<file path="config.mk">
export PLATFORM = sky130hd
export DESIGN_NAME = tcoc_compare_output
export DESIGN_NICKNAME = d
export VERILOG_FILES = /design/src/tcoc_pkg.sv /design/src/tcoc_compare_output.sv
export SDC_FILE = /design/constraint.sdc
export NUM_CORES = 1
export LEC_CHECK = 0
export BUFFER_PORTS_ARGS = -buffer_cell sky130_fd_sc_hd__buf_2
export CAP_MARGIN = 20
export CELL_PAD_IN_SITES_DETAIL_PLACEMENT = 1
export CELL_PAD_IN_SITES_GLOBAL_PLACEMENT = 1
export CORE_MARGIN = 1.5
export CORE_UTILIZATION = 47
export CTS_CLUSTER_DIAMETER = 120
export DETAILED_ROUTE_END_ITERATION = 12
export MAX_ROUTING_LAYER = met4
export PLACE_DENSITY = 0.91
export SLEW_MARGIN = 40
export SYNTH_ARGS = -nofsm -noshare
export SYNTH_HDL_FRONTEND = slang
export SYNTH_SLANG_ARGS = --single-unit
</file>
<file path="constraint.sdc">
create_clock -name pclk -period 4.25 [get_ports pclk]
set_input_delay 0.85 -clock pclk [delete_from_list [all_inputs] [get_ports pclk]]
set_output_delay 0.85 -clock pclk [all_outputs]
set_load 0.01 [all_outputs]
</file>
<file path="src/tcoc_pkg.sv">
package tcoc_pkg;

   // ==========================================================
   // Register map (byte addresses)
   // ==========================================================
   localparam logic [11:0] TCOC_OFS_CTRL = 12'h080;
   localparam logic [11:0] TCOC_OFS_STATUS = 12'h084;
   localparam logic [11:0] TCOC_OFS_BUF_A = 12'h088;
   localparam logic [11:0] TCOC_OFS_BUF_B = 12'h08C;
   localparam logic [11:0] TCOC_OFS_ACTIVE = 12'h090;

   // ==========================================================
   // Field layout of compare_wave_control_a
   // ==========================================================
   localparam int TCOC_MODE_A_POS = 6;
   localparam int TCOC_MODE_B_POS = 4;
   localparam int TCOC_WGM_LO_POS = 0;
   localparam logic [7:0] TCOC_CTRL_RESET = 8'h00;
   localparam logic [7:0] TCOC_CTRL_WMASK = 8'hF3;

   // ==========================================================
   // Status layout
   // ==========================================================
   localparam int TCOC_ST_FLAG_POS = 0;
   localparam int TCOC_ST_LEVEL_POS = 2;
   localparam int TCOC_ST_CONN_POS = 4;

   // ==========================================================
   // Reset values
   // ==========================================================
   localparam logic [15:0] TCOC_MATCH_RESET = 16'h0000;
   localparam logic [15:0] TCOC_BOTTOM = 16'h0000;

   // ==========================================================
   // Compare output modes and waveform groups
   // ==========================================================
   typedef enum logic [1:0] {
      TCOC_COM_OFF = 2'b00,
      TCOC_COM_TOGGLE = 2'b01,
      TCOC_COM_CLEAR = 2'b10,
      TCOC_COM_SET = 2'b11
   } tcoc_com_type;

   typedef enum logic [1:0] {
      TCOC_GRP_NONPWM = 2'b00,
      TCOC_GRP_FAST = 2'b01,
      TCOC_GRP_DUAL_TOP = 2'b10,
      TCOC_GRP_DUAL_BOT = 2'b11
   } tcoc_grp_type;

   localparam logic [3:0] TCOC_WGM_PC_A = 4'hB;
   localparam logic [3:0] TCOC_WGM_PFC_A = 4'h9;
   localparam logic [3:0] TCOC_WGM_FAST_ICR = 4'hE;
   localparam logic [3:0] TCOC_WGM_FAST_A = 4'hF;

endpackage : tcoc_pkg

</file>
<file path="src/tcoc_compare_output.sv">
`timescale 1ns/1ns
// Summary of operation
// - All logic runs on pclk; the timer tick is only a clock enable.
// - Phase and frequency correct PWM loads compare registers from buffers at BOTTOM.
// - A nonzero channel output mode hands the pin to the compare output, except a toggle (01) that the PWM mode does not allow.
// - The pin driver is enabled only when its direction bit selects output.
// - Output mode meaning depends on non-PWM, fast PWM or dual-slope mode.
// - Non-PWM: 00 off, 01 toggle, 10 clear, 11 set on match.
// - Fast PWM 01 toggles channel A only in modes 14, 15; else off.
// - Fast PWM 10 clears on match and sets at BOTTOM.
// - Fast PWM 11 sets on match and clears at BOTTOM.
// - Fast PWM 10 and 11 ignore a match at TOP but still act at BOTTOM.
// - Dual-slope 01 toggles channel A only in modes 9, 11; else off.
// - Dual-slope 10 clears on up-count match, sets on down-count match.
// - Dual-slope 11 sets on up-count match, clears on down-count match.
// - Control register at 0x80 resets to 0x00 with modes high, wave low.
// - Waveform mode joins two low control bits with two high bits outside.
// - Dual-slope compare at BOTTOM holds low, at TOP holds high, inverted swaps.
module tcoc_compare_output
   import tcoc_pkg::*;
#(
   parameter int ADDR_W = 12,
   parameter int CNT_W = 16
) (
   input wire logic pclk,
   input wire logic presetn,
   input wire logic clk_en,
   input wire logic psel,
   input wire logic penable,
   input wire logic pwrite,
   input wire logic [ADDR_W-1:0] paddr,
   input wire logic [31:0] pwdata,
   output logic [31:0] prdata,
   output logic pready,
   output logic pslverr,
   input wire logic timer_tick_enable,
   input wire logic [CNT_W-1:0] counter_value,
   input wire logic count_down,
   input wire logic [CNT_W-1:0] top_value,
   input wire logic [1:0] wave_mode_high,
   input wire logic port_dir_a,
   input wire logic port_dir_b,
   input wire logic port_data_a,
   input wire logic port_data_b,
   output logic chan_a_wave_out,
   output logic chan_a_wave_oe,
   output logic chan_b_wave_out,
   output logic chan_b_wave_oe,
   output logic [1:0] chan_match_flag
);

   // ==========================================================
   // State
   // ==========================================================
   typedef struct packed {
      logic [1:0] chan_a_output_mode;
      logic [1:0] chan_b_output_mode;
      logic [1:0] wave_mode_low;
      logic [1:0][CNT_W-1:0] match_buffer;
      logic [1:0][CNT_W-1:0] chan_match_value;
      logic [1:0] wave_level;
      logic [1:0] match_pending;
      logic [1:0] match_flag;
      logic [1:0] pin_out;
      logic [1:0] pin_oe;
      logic [31:0] rdata;
      logic ready;
      logic slverr;
   } tcoc_state_type;

   tcoc_state_type s_q;
   tcoc_state_type s_d;

   // ==========================================================
   // Mode decode
   // ==========================================================
   logic [3:0] waveform_mode_select;
   tcoc_grp_type grp;
   logic at_bottom;
   logic at_top;
   logic tick;
   logic [1:0][1:0] com;
   logic [1:0] port_dir;
   logic [1:0] port_data;
   logic apb_access;
   logic apb_write;
   logic apb_read;

   assign waveform_mode_select = {wave_mode_high, s_q.wave_mode_low};
   assign at_bottom = (counter_value == CNT_W'(TCOC_BOTTOM));
   assign at_top = (counter_value == top_value);
   assign tick = clk_en & timer_tick_enable;
   assign com[1] = s_q.chan_a_output_mode;
   assign com[0] = s_q.chan_b_output_mode;
   assign port_dir = {port_dir_a, port_dir_b};
   assign port_data = {port_data_a, port_data_b};
   assign apb_access = psel & penable & s_q.ready;
   assign apb_write = apb_access & pwrite;
   assign apb_read = apb_access & ~pwrite;

   always_comb begin
      unique case (waveform_mode_select)
         4'h1, 4'h2, 4'h3, 4'hA, 4'hB: grp = TCOC_GRP_DUAL_TOP;
         4'h8, 4'h9: grp = TCOC_GRP_DUAL_BOT;
         4'h5, 4'h6, 4'h7, 4'hE, 4'hF: grp = TCOC_GRP_FAST;
         default: grp = TCOC_GRP_NONPWM;
      endcase
   end

   // ==========================================================
   // Output connection per channel
   // ==========================================================
   logic [1:0] connected;
   logic toggle_ok_fast;
   logic toggle_ok_dual;

   assign toggle_ok_fast = (waveform_mode_select == TCOC_WGM_FAST_ICR)
                           | (waveform_mode_select == TCOC_WGM_FAST_A);
   assign toggle_ok_dual = (waveform_mode_select == TCOC_WGM_PC_A)
                           | (waveform_mode_select == TCOC_WGM_PFC_A);

   always_comb begin
      for (int ch = 0; ch < 2; ch++) begin
         if (com[ch] == TCOC_COM_OFF) begin
            connected[ch] = 1'b0;
         end else if (com[ch] == TCOC_COM_TOGGLE && grp != TCOC_GRP_NONPWM) begin
            // Only channel A (index 1) may toggle in PWM modes
            if (grp == TCOC_GRP_FAST) begin
               connected[ch] = (ch == 1) && toggle_ok_fast;
            end else begin
               connected[ch] = (ch == 1) && toggle_ok_dual;
            end
         end else begin
            connected[ch] = 1'b1;
         end
      end
   end

   // ==========================================================
   // Register read mux
   // ==========================================================
   logic [31:0] rd_mux;
   logic addr_hit;

   always_comb begin
      rd_mux = 32'h0000_0000;
      addr_hit = 1'b1;
      unique case (paddr)
         ADDR_W'(TCOC_OFS_CTRL): begin
            rd_mux[TCOC_MODE_A_POS +: 2] = s_q.chan_a_output_mode;
            rd_mux[TCOC_MODE_B_POS +: 2] = s_q.chan_b_output_mode;
            rd_mux[TCOC_WGM_LO_POS +: 2] = s_q.wave_mode_low;
         end
         ADDR_W'(TCOC_OFS_STATUS): begin
            rd_mux[TCOC_ST_FLAG_POS +: 2] = s_q.match_flag;
            rd_mux[TCOC_ST_LEVEL_POS +: 2] = s_q.wave_level;
            rd_mux[TCOC_ST_CONN_POS +: 2] = connected;
         end
         ADDR_W'(TCOC_OFS_BUF_A): begin
            rd_mux[CNT_W-1:0] = s_q.match_buffer[1];
         end
         ADDR_W'(TCOC_OFS_BUF_B): begin
            rd_mux[CNT_W-1:0] = s_q.match_buffer[0];
         end
         ADDR_W'(TCOC_OFS_ACTIVE): begin
            rd_mux[15:0] = 16'(s_q.chan_match_value[1]);
            rd_mux[31:16] = 16'(s_q.chan_match_value[0]);
         end
         default: begin
            addr_hit = 1'b0;
         end
      endcase
   end

   // ==========================================================
   // Next state
   // ==========================================================
   logic [1:0] match_now;
   logic [1:0] flag_clear;
   logic [1:0] buf_write;
   logic load_cmp;

   always_comb begin
      s_d = s_q;
      match_now = 2'b00;
      flag_clear = 2'b00;
      buf_write = 2'b00;
      load_cmp = 1'b0;

      // APB slave: one wait state, answer in the access phase
      // Ready is a one-cycle pulse; a held access phase gets it again every second cycle and repeats the write
      s_d.ready = psel & penable & ~s_q.ready;
      s_d.slverr = psel & penable & ~s_q.ready & ~addr_hit;
      if (psel & penable & ~s_q.ready & ~pwrite) begin
         s_d.rdata = rd_mux;
      end

      if (apb_write) begin
         unique case (paddr)
            ADDR_W'(TCOC_OFS_CTRL): begin
               // Bits 3:2 are not stored
               s_d.chan_a_output_mode = pwdata[TCOC_MODE_A_POS +: 2];
               s_d.chan_b_output_mode = pwdata[TCOC_MODE_B_POS +: 2];
               s_d.wave_mode_low = pwdata[TCOC_WGM_LO_POS +: 2];
            end
            ADDR_W'(TCOC_OFS_STATUS): begin
               flag_clear = pwdata[TCOC_ST_FLAG_POS +: 2];
            end
            ADDR_W'(TCOC_OFS_BUF_A): begin
               buf_write[1] = 1'b1;
            end
            ADDR_W'(TCOC_OFS_BUF_B): begin
               buf_write[0] = 1'b1;
            end
            default: begin
            end
         endcase
      end

      for (int ch = 0; ch < 2; ch++) begin
         if (buf_write[ch]) begin
            s_d.match_buffer[ch] = pwdata[CNT_W-1:0];
         end
      end

      // Compare register update point depends on waveform group
      // Non-PWM modes copy the buffer on every cycle, so a write lands at once
      unique case (grp)
         TCOC_GRP_NONPWM: load_cmp = 1'b1;
         TCOC_GRP_DUAL_TOP: load_cmp = tick & at_top;
         TCOC_GRP_DUAL_BOT: load_cmp = tick & at_bottom;
         TCOC_GRP_FAST: load_cmp = tick & at_bottom;
      endcase

      for (int ch = 0; ch < 2; ch++) begin
         // The compare uses the active value, never the buffer
         match_now[ch] = (counter_value == s_q.chan_match_value[ch]);

         if (tick) begin
            // Flag follows the tick after the equal count
            s_d.match_pending[ch] = match_now[ch];
         end
         if (flag_clear[ch]) begin
            s_d.match_flag[ch] = 1'b0;
         end
         // Set after clear: a match beats a software clear in the same cycle
         if (tick & s_q.match_pending[ch]) begin
            s_d.match_flag[ch] = 1'b1;
         end

         if (tick && connected[ch]) begin
            unique case (grp)
               TCOC_GRP_NONPWM: begin
                  if (match_now[ch]) begin
                     unique case (com[ch])
                        TCOC_COM_TOGGLE: s_d.wave_level[ch] = ~s_q.wave_level[ch];
                        TCOC_COM_CLEAR: s_d.wave_level[ch] = 1'b0;
                        TCOC_COM_SET: s_d.wave_level[ch] = 1'b1;
                        default: s_d.wave_level[ch] = s_q.wave_level[ch];
                     endcase
                  end
               end
               TCOC_GRP_FAST: begin
                  if (com[ch] == TCOC_COM_TOGGLE) begin
                     if (match_now[ch]) begin
                        s_d.wave_level[ch] = ~s_q.wave_level[ch];
                     end
                  end else begin
                     if (at_bottom) begin
                        s_d.wave_level[ch] = (com[ch] == TCOC_COM_CLEAR);
                     end
                     // A compare at TOP would undo the BOTTOM action, so it is skipped
                     if (match_now[ch] && !(s_q.chan_match_value[ch] == top_value)) begin
                        s_d.wave_level[ch] = (com[ch] == TCOC_COM_SET);
                     end
                  end
               end
               default: begin
                  if (com[ch] == TCOC_COM_TOGGLE) begin
                     if (match_now[ch]) begin
                        s_d.wave_level[ch] = ~s_q.wave_level[ch];
                     end
                  end else if (s_q.chan_match_value[ch] == CNT_W'(TCOC_BOTTOM)) begin
                     s_d.wave_level[ch] = (com[ch] == TCOC_COM_SET);
                  end else if (s_q.chan_match_value[ch] == top_value) begin
                     s_d.wave_level[ch] = (com[ch] == TCOC_COM_CLEAR);
                  end else if (match_now[ch]) begin
                     // Non-inverting clears going up, sets going down
                     s_d.wave_level[ch] = (com[ch] == TCOC_COM_CLEAR)
                                          ? count_down : ~count_down;
                  end
               end
            endcase
         end

         if (load_cmp) begin
            s_d.chan_match_value[ch] = buf_write[ch] ? pwdata[CNT_W-1:0]
                                                     : s_d.match_buffer[ch];
         end

         // Pin value comes from the next level, so it carries no extra cycle of lag
         s_d.pin_out[ch] = connected[ch] ? s_d.wave_level[ch] : port_data[ch];
         s_d.pin_oe[ch] = port_dir[ch];
      end

      // A low enable holds every register, the bus answer included
      if (!clk_en) begin
         s_d = s_q;
      end
   end

   // ==========================================================
   // State register
   // ==========================================================
   always_ff @(posedge pclk or negedge presetn) begin
      if (!presetn) begin
         // Flags, levels and bus outputs start low; fields get their reset values
         s_q <= '0;
         s_q.chan_a_output_mode <= TCOC_CTRL_RESET[TCOC_MODE_A_POS +: 2];
         s_q.chan_b_output_mode <= TCOC_CTRL_RESET[TCOC_MODE_B_POS +: 2];
         s_q.wave_mode_low <= TCOC_CTRL_RESET[TCOC_WGM_LO_POS +: 2];
         s_q.match_buffer <= {2{CNT_W'(TCOC_MATCH_RESET)}};
         s_q.chan_match_value <= {2{CNT_W'(TCOC_MATCH_RESET)}};
      end else begin
         s_q <= s_d;
      end
   end

   // ==========================================================
   // Outputs
   // ==========================================================
   assign prdata = s_q.rdata;
   assign pready = s_q.ready;
   assign pslverr = s_q.slverr;
   assign chan_a_wave_out = s_q.pin_out[1];
   assign chan_a_wave_oe = s_q.pin_oe[1];
   assign chan_b_wave_out = s_q.pin_out[0];
   assign chan_b_wave_oe = s_q.pin_oe[0];
   assign chan_match_flag = s_q.match_flag;

endmodule : tcoc_compare_output

</file>
======== After elaboration in Yosys (flattened, before gate mapping) ========
Memory sizes are Yosys's and may differ from the RTL's.
Cells that the tools add are included.
storage, ports and cells
  flip-flop bits (word level) ............. 114
  bits in read-only memories .............. 32
  bits of input ports ..................... 90
  output and inout port bits .............. 40
  word-level logic and storage cells ...... 138
  memories kept ........................... 1
memories
  memory           words  width  read ports  clocked after memory_dff  wr ports  line                        text
  (no name shown)  16     2      1           0                         0         tcoc_compare_output.sv:102  unique case (waveform_mode_select)
operators by class
  eq/ne operators ......................... 23
  muxes and demuxes ....................... 54
  bitwise gates (word level) .............. 19
  reductions and logical operators ........ 25
operators by type and width
  kind                 number
  $eq 16x16->1         5
  $mux 16              5
  $eq 12x8->1 const B  5
  $logic_not 16->1     3
  $mux 1               36
  $pmux 8 s3           1
  $pmux 2 s5           2
  $eq 4x4->1 const B   4
  $pmux 2 s4           2
  $eq 2x2->1 const B   6
  $and 1x1->1          11
  $reduce_and 2->1     5
  $pmux 1 s3           3
  $eq 2x1->1 const B   3
  $logic_and 1x1->1    6
  $logic_not 2->1      3
  $mux 2               3
  $not 1->1            6
  $reduce_bool 2->1    3
  $reduce_or 5->1      1
  $pmux 1 s2           2
  $reduce_and 3->1     1
  $logic_not 1->1      2
  $or 1x1->1           2
  $reduce_or 2->1      1

======== Logic depth before layout (Yosys ltp) ========
  word-level depth ........................ 9
  depth in mapped cells ................... 9
  mapped depth without buffers ............ 7

======== Worst setup path after synthesis ========
OpenSTA, ideal clock, no wires.
  kind .................................... input to register
  start point ............................. input port paddr[9]
  end point ............................... register s_q[72] (netlist bit)
  setup time .............................. 0.125 ns
  data arrival time ....................... 2.915 ns
  required time ........................... 4.125 ns
  setup slack ............................. 1.210 ns
  stages .................................. 8
  buffers on the path ..................... 1
  cells stage by stage .................... nor4_2 -> nand4b_2 -> nor2_4 -> nand2_4 -> nor4_4 -> buf_6 -> mux2_2 -> mux2_2
between the ends
  longest elaborated chain between the ends .. 5
RTL lines
  item                line                        text
  start: declaration  tcoc_compare_output.sv:31   input wire logic [ADDR_W-1:0] paddr,
  $eq 12x8->1 (*)     tcoc_compare_output.sv:199  unique case (paddr)
  $mux 1 (*)          tcoc_compare_output.sv:199
  $mux 2 (*)          tcoc_compare_output.sv:198  if (apb_write) begin
  $mux 16             tcoc_compare_output.sv:221  if (buf_write[ch]) begin
  $mux 16 (*)         tcoc_compare_output.sv:297  s_d.chan_match_value[ch] = buf_write[ch] ? pwdata[CNT_W-1:0]
  end: declaration    tcoc_compare_output.sv:71   tcoc_state_type s_q;
Every way passes the cells marked *; elsewhere a longest branch is shown, timed or not.
A chain may end at the register's enable or synchronous reset.

======== Worst setup path in the final report ========
  start point ............................. input port paddr[9]
  end point ............................... register s_q[53] (netlist bit)
The elaborated chain is that of the path after synthesis.

==> results.md <==
* RSZ-0062 raised after global routing: false
* Drt via density at about 6.0
* Die width at between 100 and 150 um
* Leak at a little under 4 nW
* Vias in the first global route at 5680
* Synth unique cells at between 50 and 60
* Critical Path RT at between 4000 and 5000 ps
* Design Power at about 2.8 mW
* GP Congestion at just over 1
* Critical Path Start: paddr[9]
* DR vias at roughly 5500
* 1st-pass router iterations at 5
* Setup Fix Bufs, Post-CTS at 0
* Yosys Warn Count at 0
* Relative slew slack at roughly half
* Synth top area share at between 40 and 50%
* Final setup vio count at 0
* Synth area leader: dfrtp_1
* Buffers added on ports at 113
* R2R Path Start: s_q[108]$_DFFE_PN0P_
* Most frequent cells in the layout: 114 x dfrtp_1, 112 x buf_2, 98 x mux2_2
* Final Hold Viols at 0
* Post-synth EDFFs at 0
* Post-synth ARST share at 100.0%
* P per Cell Area at around 350 mW/mm2
* CTS hold repair buffers at 0
* WL/cell at about 24 um
* Ys flop type: dfrtp_1
* CTS tree: yes
* Max cap viols at 0
* #FFs+latches synth at 114
* Status: complete, no violations
* CTS buffer count at 17
* Register area share after synthesis at a little over 40%
* DRC at 0
* Global route overflow at 0
* CP Buf/Inv Count at 1
* Min Tclk post-route at ~3100 ps
* Antenna Cells at 0
* Crit end category: register
* Crit path kind: input pin to register
* Mapped Area at 0.006892 mm2
* Total die area at 0.01540 mm2
* Clock slew at reported path FFs at approximately 50 ps
* FP Rows at 44
* Largest net degree at the start of global routing at about 80
* Synth top area cells: dfrtp_1 41%, mux2_2 16%, xor2_1 6.2%
* Syn avg cell area at ~11 um2
* Critical Path Max Stage Delay at 540 ps
* CTS resizes at 0
* Clk sinks at 114
* Die height at 124.1 um
* Max Freq at 320.2 MHz
* Ports at 130
* Peak supply drop at roughly 0.28 mV
* Mapped Cells at 650
* Post-route ant nets at 0
* Clk Latency, worst-skew pair at roughly 420 ps
* First-pass GRT wire length at about 34000 um
* Worst setup SP type: input pin
* Hold path startpoint: prdata[31]$_DFFE_PN0P_
* CP cell instances: buf_2, nor4_2, nand4b_2, nor2_4, and2_1, nand3_2, mux2_2, mux2_2
* Slowest cell on crit path: nand3_2
* Clock root buffer: clkbuf_16
* GRT Util Overall at about a third
* H-tree Lvls at 4
* Detailed placement HPWL at roughly 16000 um
* Syn nets at 740
* Hold WC Path Type: register to register
* Delay-heaviest family, CP: simple AND/OR/NAND/NOR gates
* Fraction of layout cells with a size suffix above 1 at a little under two fifths
* Initial antenna violation count at 1
* Area of the core at 0.01442 mm2
* Fin crit share at between 70 and 80%
* Slew of the pin with the lowest slew margin at about 760 ps
* Commonest non-fill, non-tap cell in the layout: dfrtp_1
* Most numerous cell on the critical path: mux2_2
* Crit-path max FO at 16
* Initial detailed-routing violation count at around 400
* Final #Nets at about 800
* Clock Skew at about 8 ps
* Crit path DAT at approximately 3400 ps
* Initial core utilization at approximately 48%
* Max Root-Sink Buffers at 2
* Hold WS at 460.4 ps
* Setup_tns at 0 ps
* DRT Wirelength at 22630 um
* Area growth syn-to-layout at 15.99%
* Final Max Slew Viols at 0
[logic make-up after synthesis]
kind of cell,synth area share [%]
XOR/XNOR,10.80
AO/OA/AOI/OAI,7.045
multiplexers,20.88
flip-flops,41.39
buffers and inverters,5.991
AND/OR/NAND/NOR,13.89
[power breakdown]
group          internal, mW  total, mW  leakage (nW)  switching (mW)
Clock                 0.907       1.43         0.276           0.526
Sequential             1.10       1.12          1.56          0.0167
Combinational        0.0996      0.257          2.13           0.158
[layer usage]
metal | GRT usage [%] | vias up | part of all wire (%)
met1 | 40.88 | 2850 | 43
met4 | 9.872 | 0 | 1.9
met3 | 4.991 | 33 | 5.6
li1 | - | 2455 | -
met2 | 51.03 | 180 | 49
met5 | - | - | 0
[Yosys cell counts (all sizes together) (3+ instances only)]
| master | number |
|---|---|
| nor2 | 26 |
| mux2 | 110 |
| xor2 | 49 |
| nor4 | 30 |
| xnor2 | 36 |
| a22o | 3 |
| nor3 | 4 |
| a222oi | 5 |
| mux2i | 14 |
| a21oi | 15 |
| nand2b | 3 |
| nand2 | 70 |
| nand3 | 20 |
| inv | 6 |
| o21ai | 28 |
| clkbuf | 17 |
| buf | 46 |
| nor2b | 4 |
| a211oi | 3 |
| dfrtp | 114 |
| nand4 | 14 |
[worst min-delay path: cells and delay by family, from the launching register on]
family	cells	cell delay, ps
flip-flops	1	330
AND/OR/NAND/NOR	2	100
[registers in the layout, indices dropped and copies added (netlist names)]
signal           flops
pready               1
prdata              32
chan_match_flag      2
chan_b_wave_oe       1
chan_a_wave_oe       1
chan_b_wave_out      1
com                  4
s_q                 70
chan_a_wave_out      1
pslverr              1
[stage by stage]
| step | worst slack [ps] | instance area, um2 | cells | util [%] |
|---|---|---|---|---|
| floorplan | 1210 | 6892 | 650 | - |
| global route | 1072 | 7994 | 925 | 55.42 |
| CTS | 1181 | 7985 | 925 | 55.36 |
| detailed placement | 763.9 | 7386 | 893 | 51.21 |
| finish | 1127 | 7994 | 925 | 55.42 |
| global placement | 850.7 | 7382 | 893 | 51.18 |
[worst paths after layout]
| path | to | depth (start not counted) | slack (ps) |
|---|---|---|---|
| max in group asynchronous | s_q[76]$_DFFE_PN0P_ | 2 | 3000 |
| worst min register to register | prdata[31]$_DFFE_PN0P_ | 2 | 460 |
| worst max-delay path | s_q[53]$_DFFE_PN0P_ | 8 | 1130 |
| worst min-delay path | prdata[31]$_DFFE_PN0P_ | 2 | 460 |
| worst max register to register | s_q[61]$_DFFE_PN0P_ | 8 | 1560 |
| min in group asynchronous | prdata[29]$_DFFE_PN0P_ | 1 | 480 |
[final cells by class]
| type | count | area (um2) |
|---|---|---|
| multi-input cells | 467 | 3650 |
| clock inverters | 12 | 132.6 |
| well taps | 184 | 230.2 |
| clock buffers | 20 | 466.7 |
| flip-flops and latches | 114 | 2853 |
| repair buffers | 122 | 639.4 |
| inverters | 6 | 22.52 |
| fillers | 1563 | 6430 |
No activity file was read; power rests on OpenSTA's default activity.
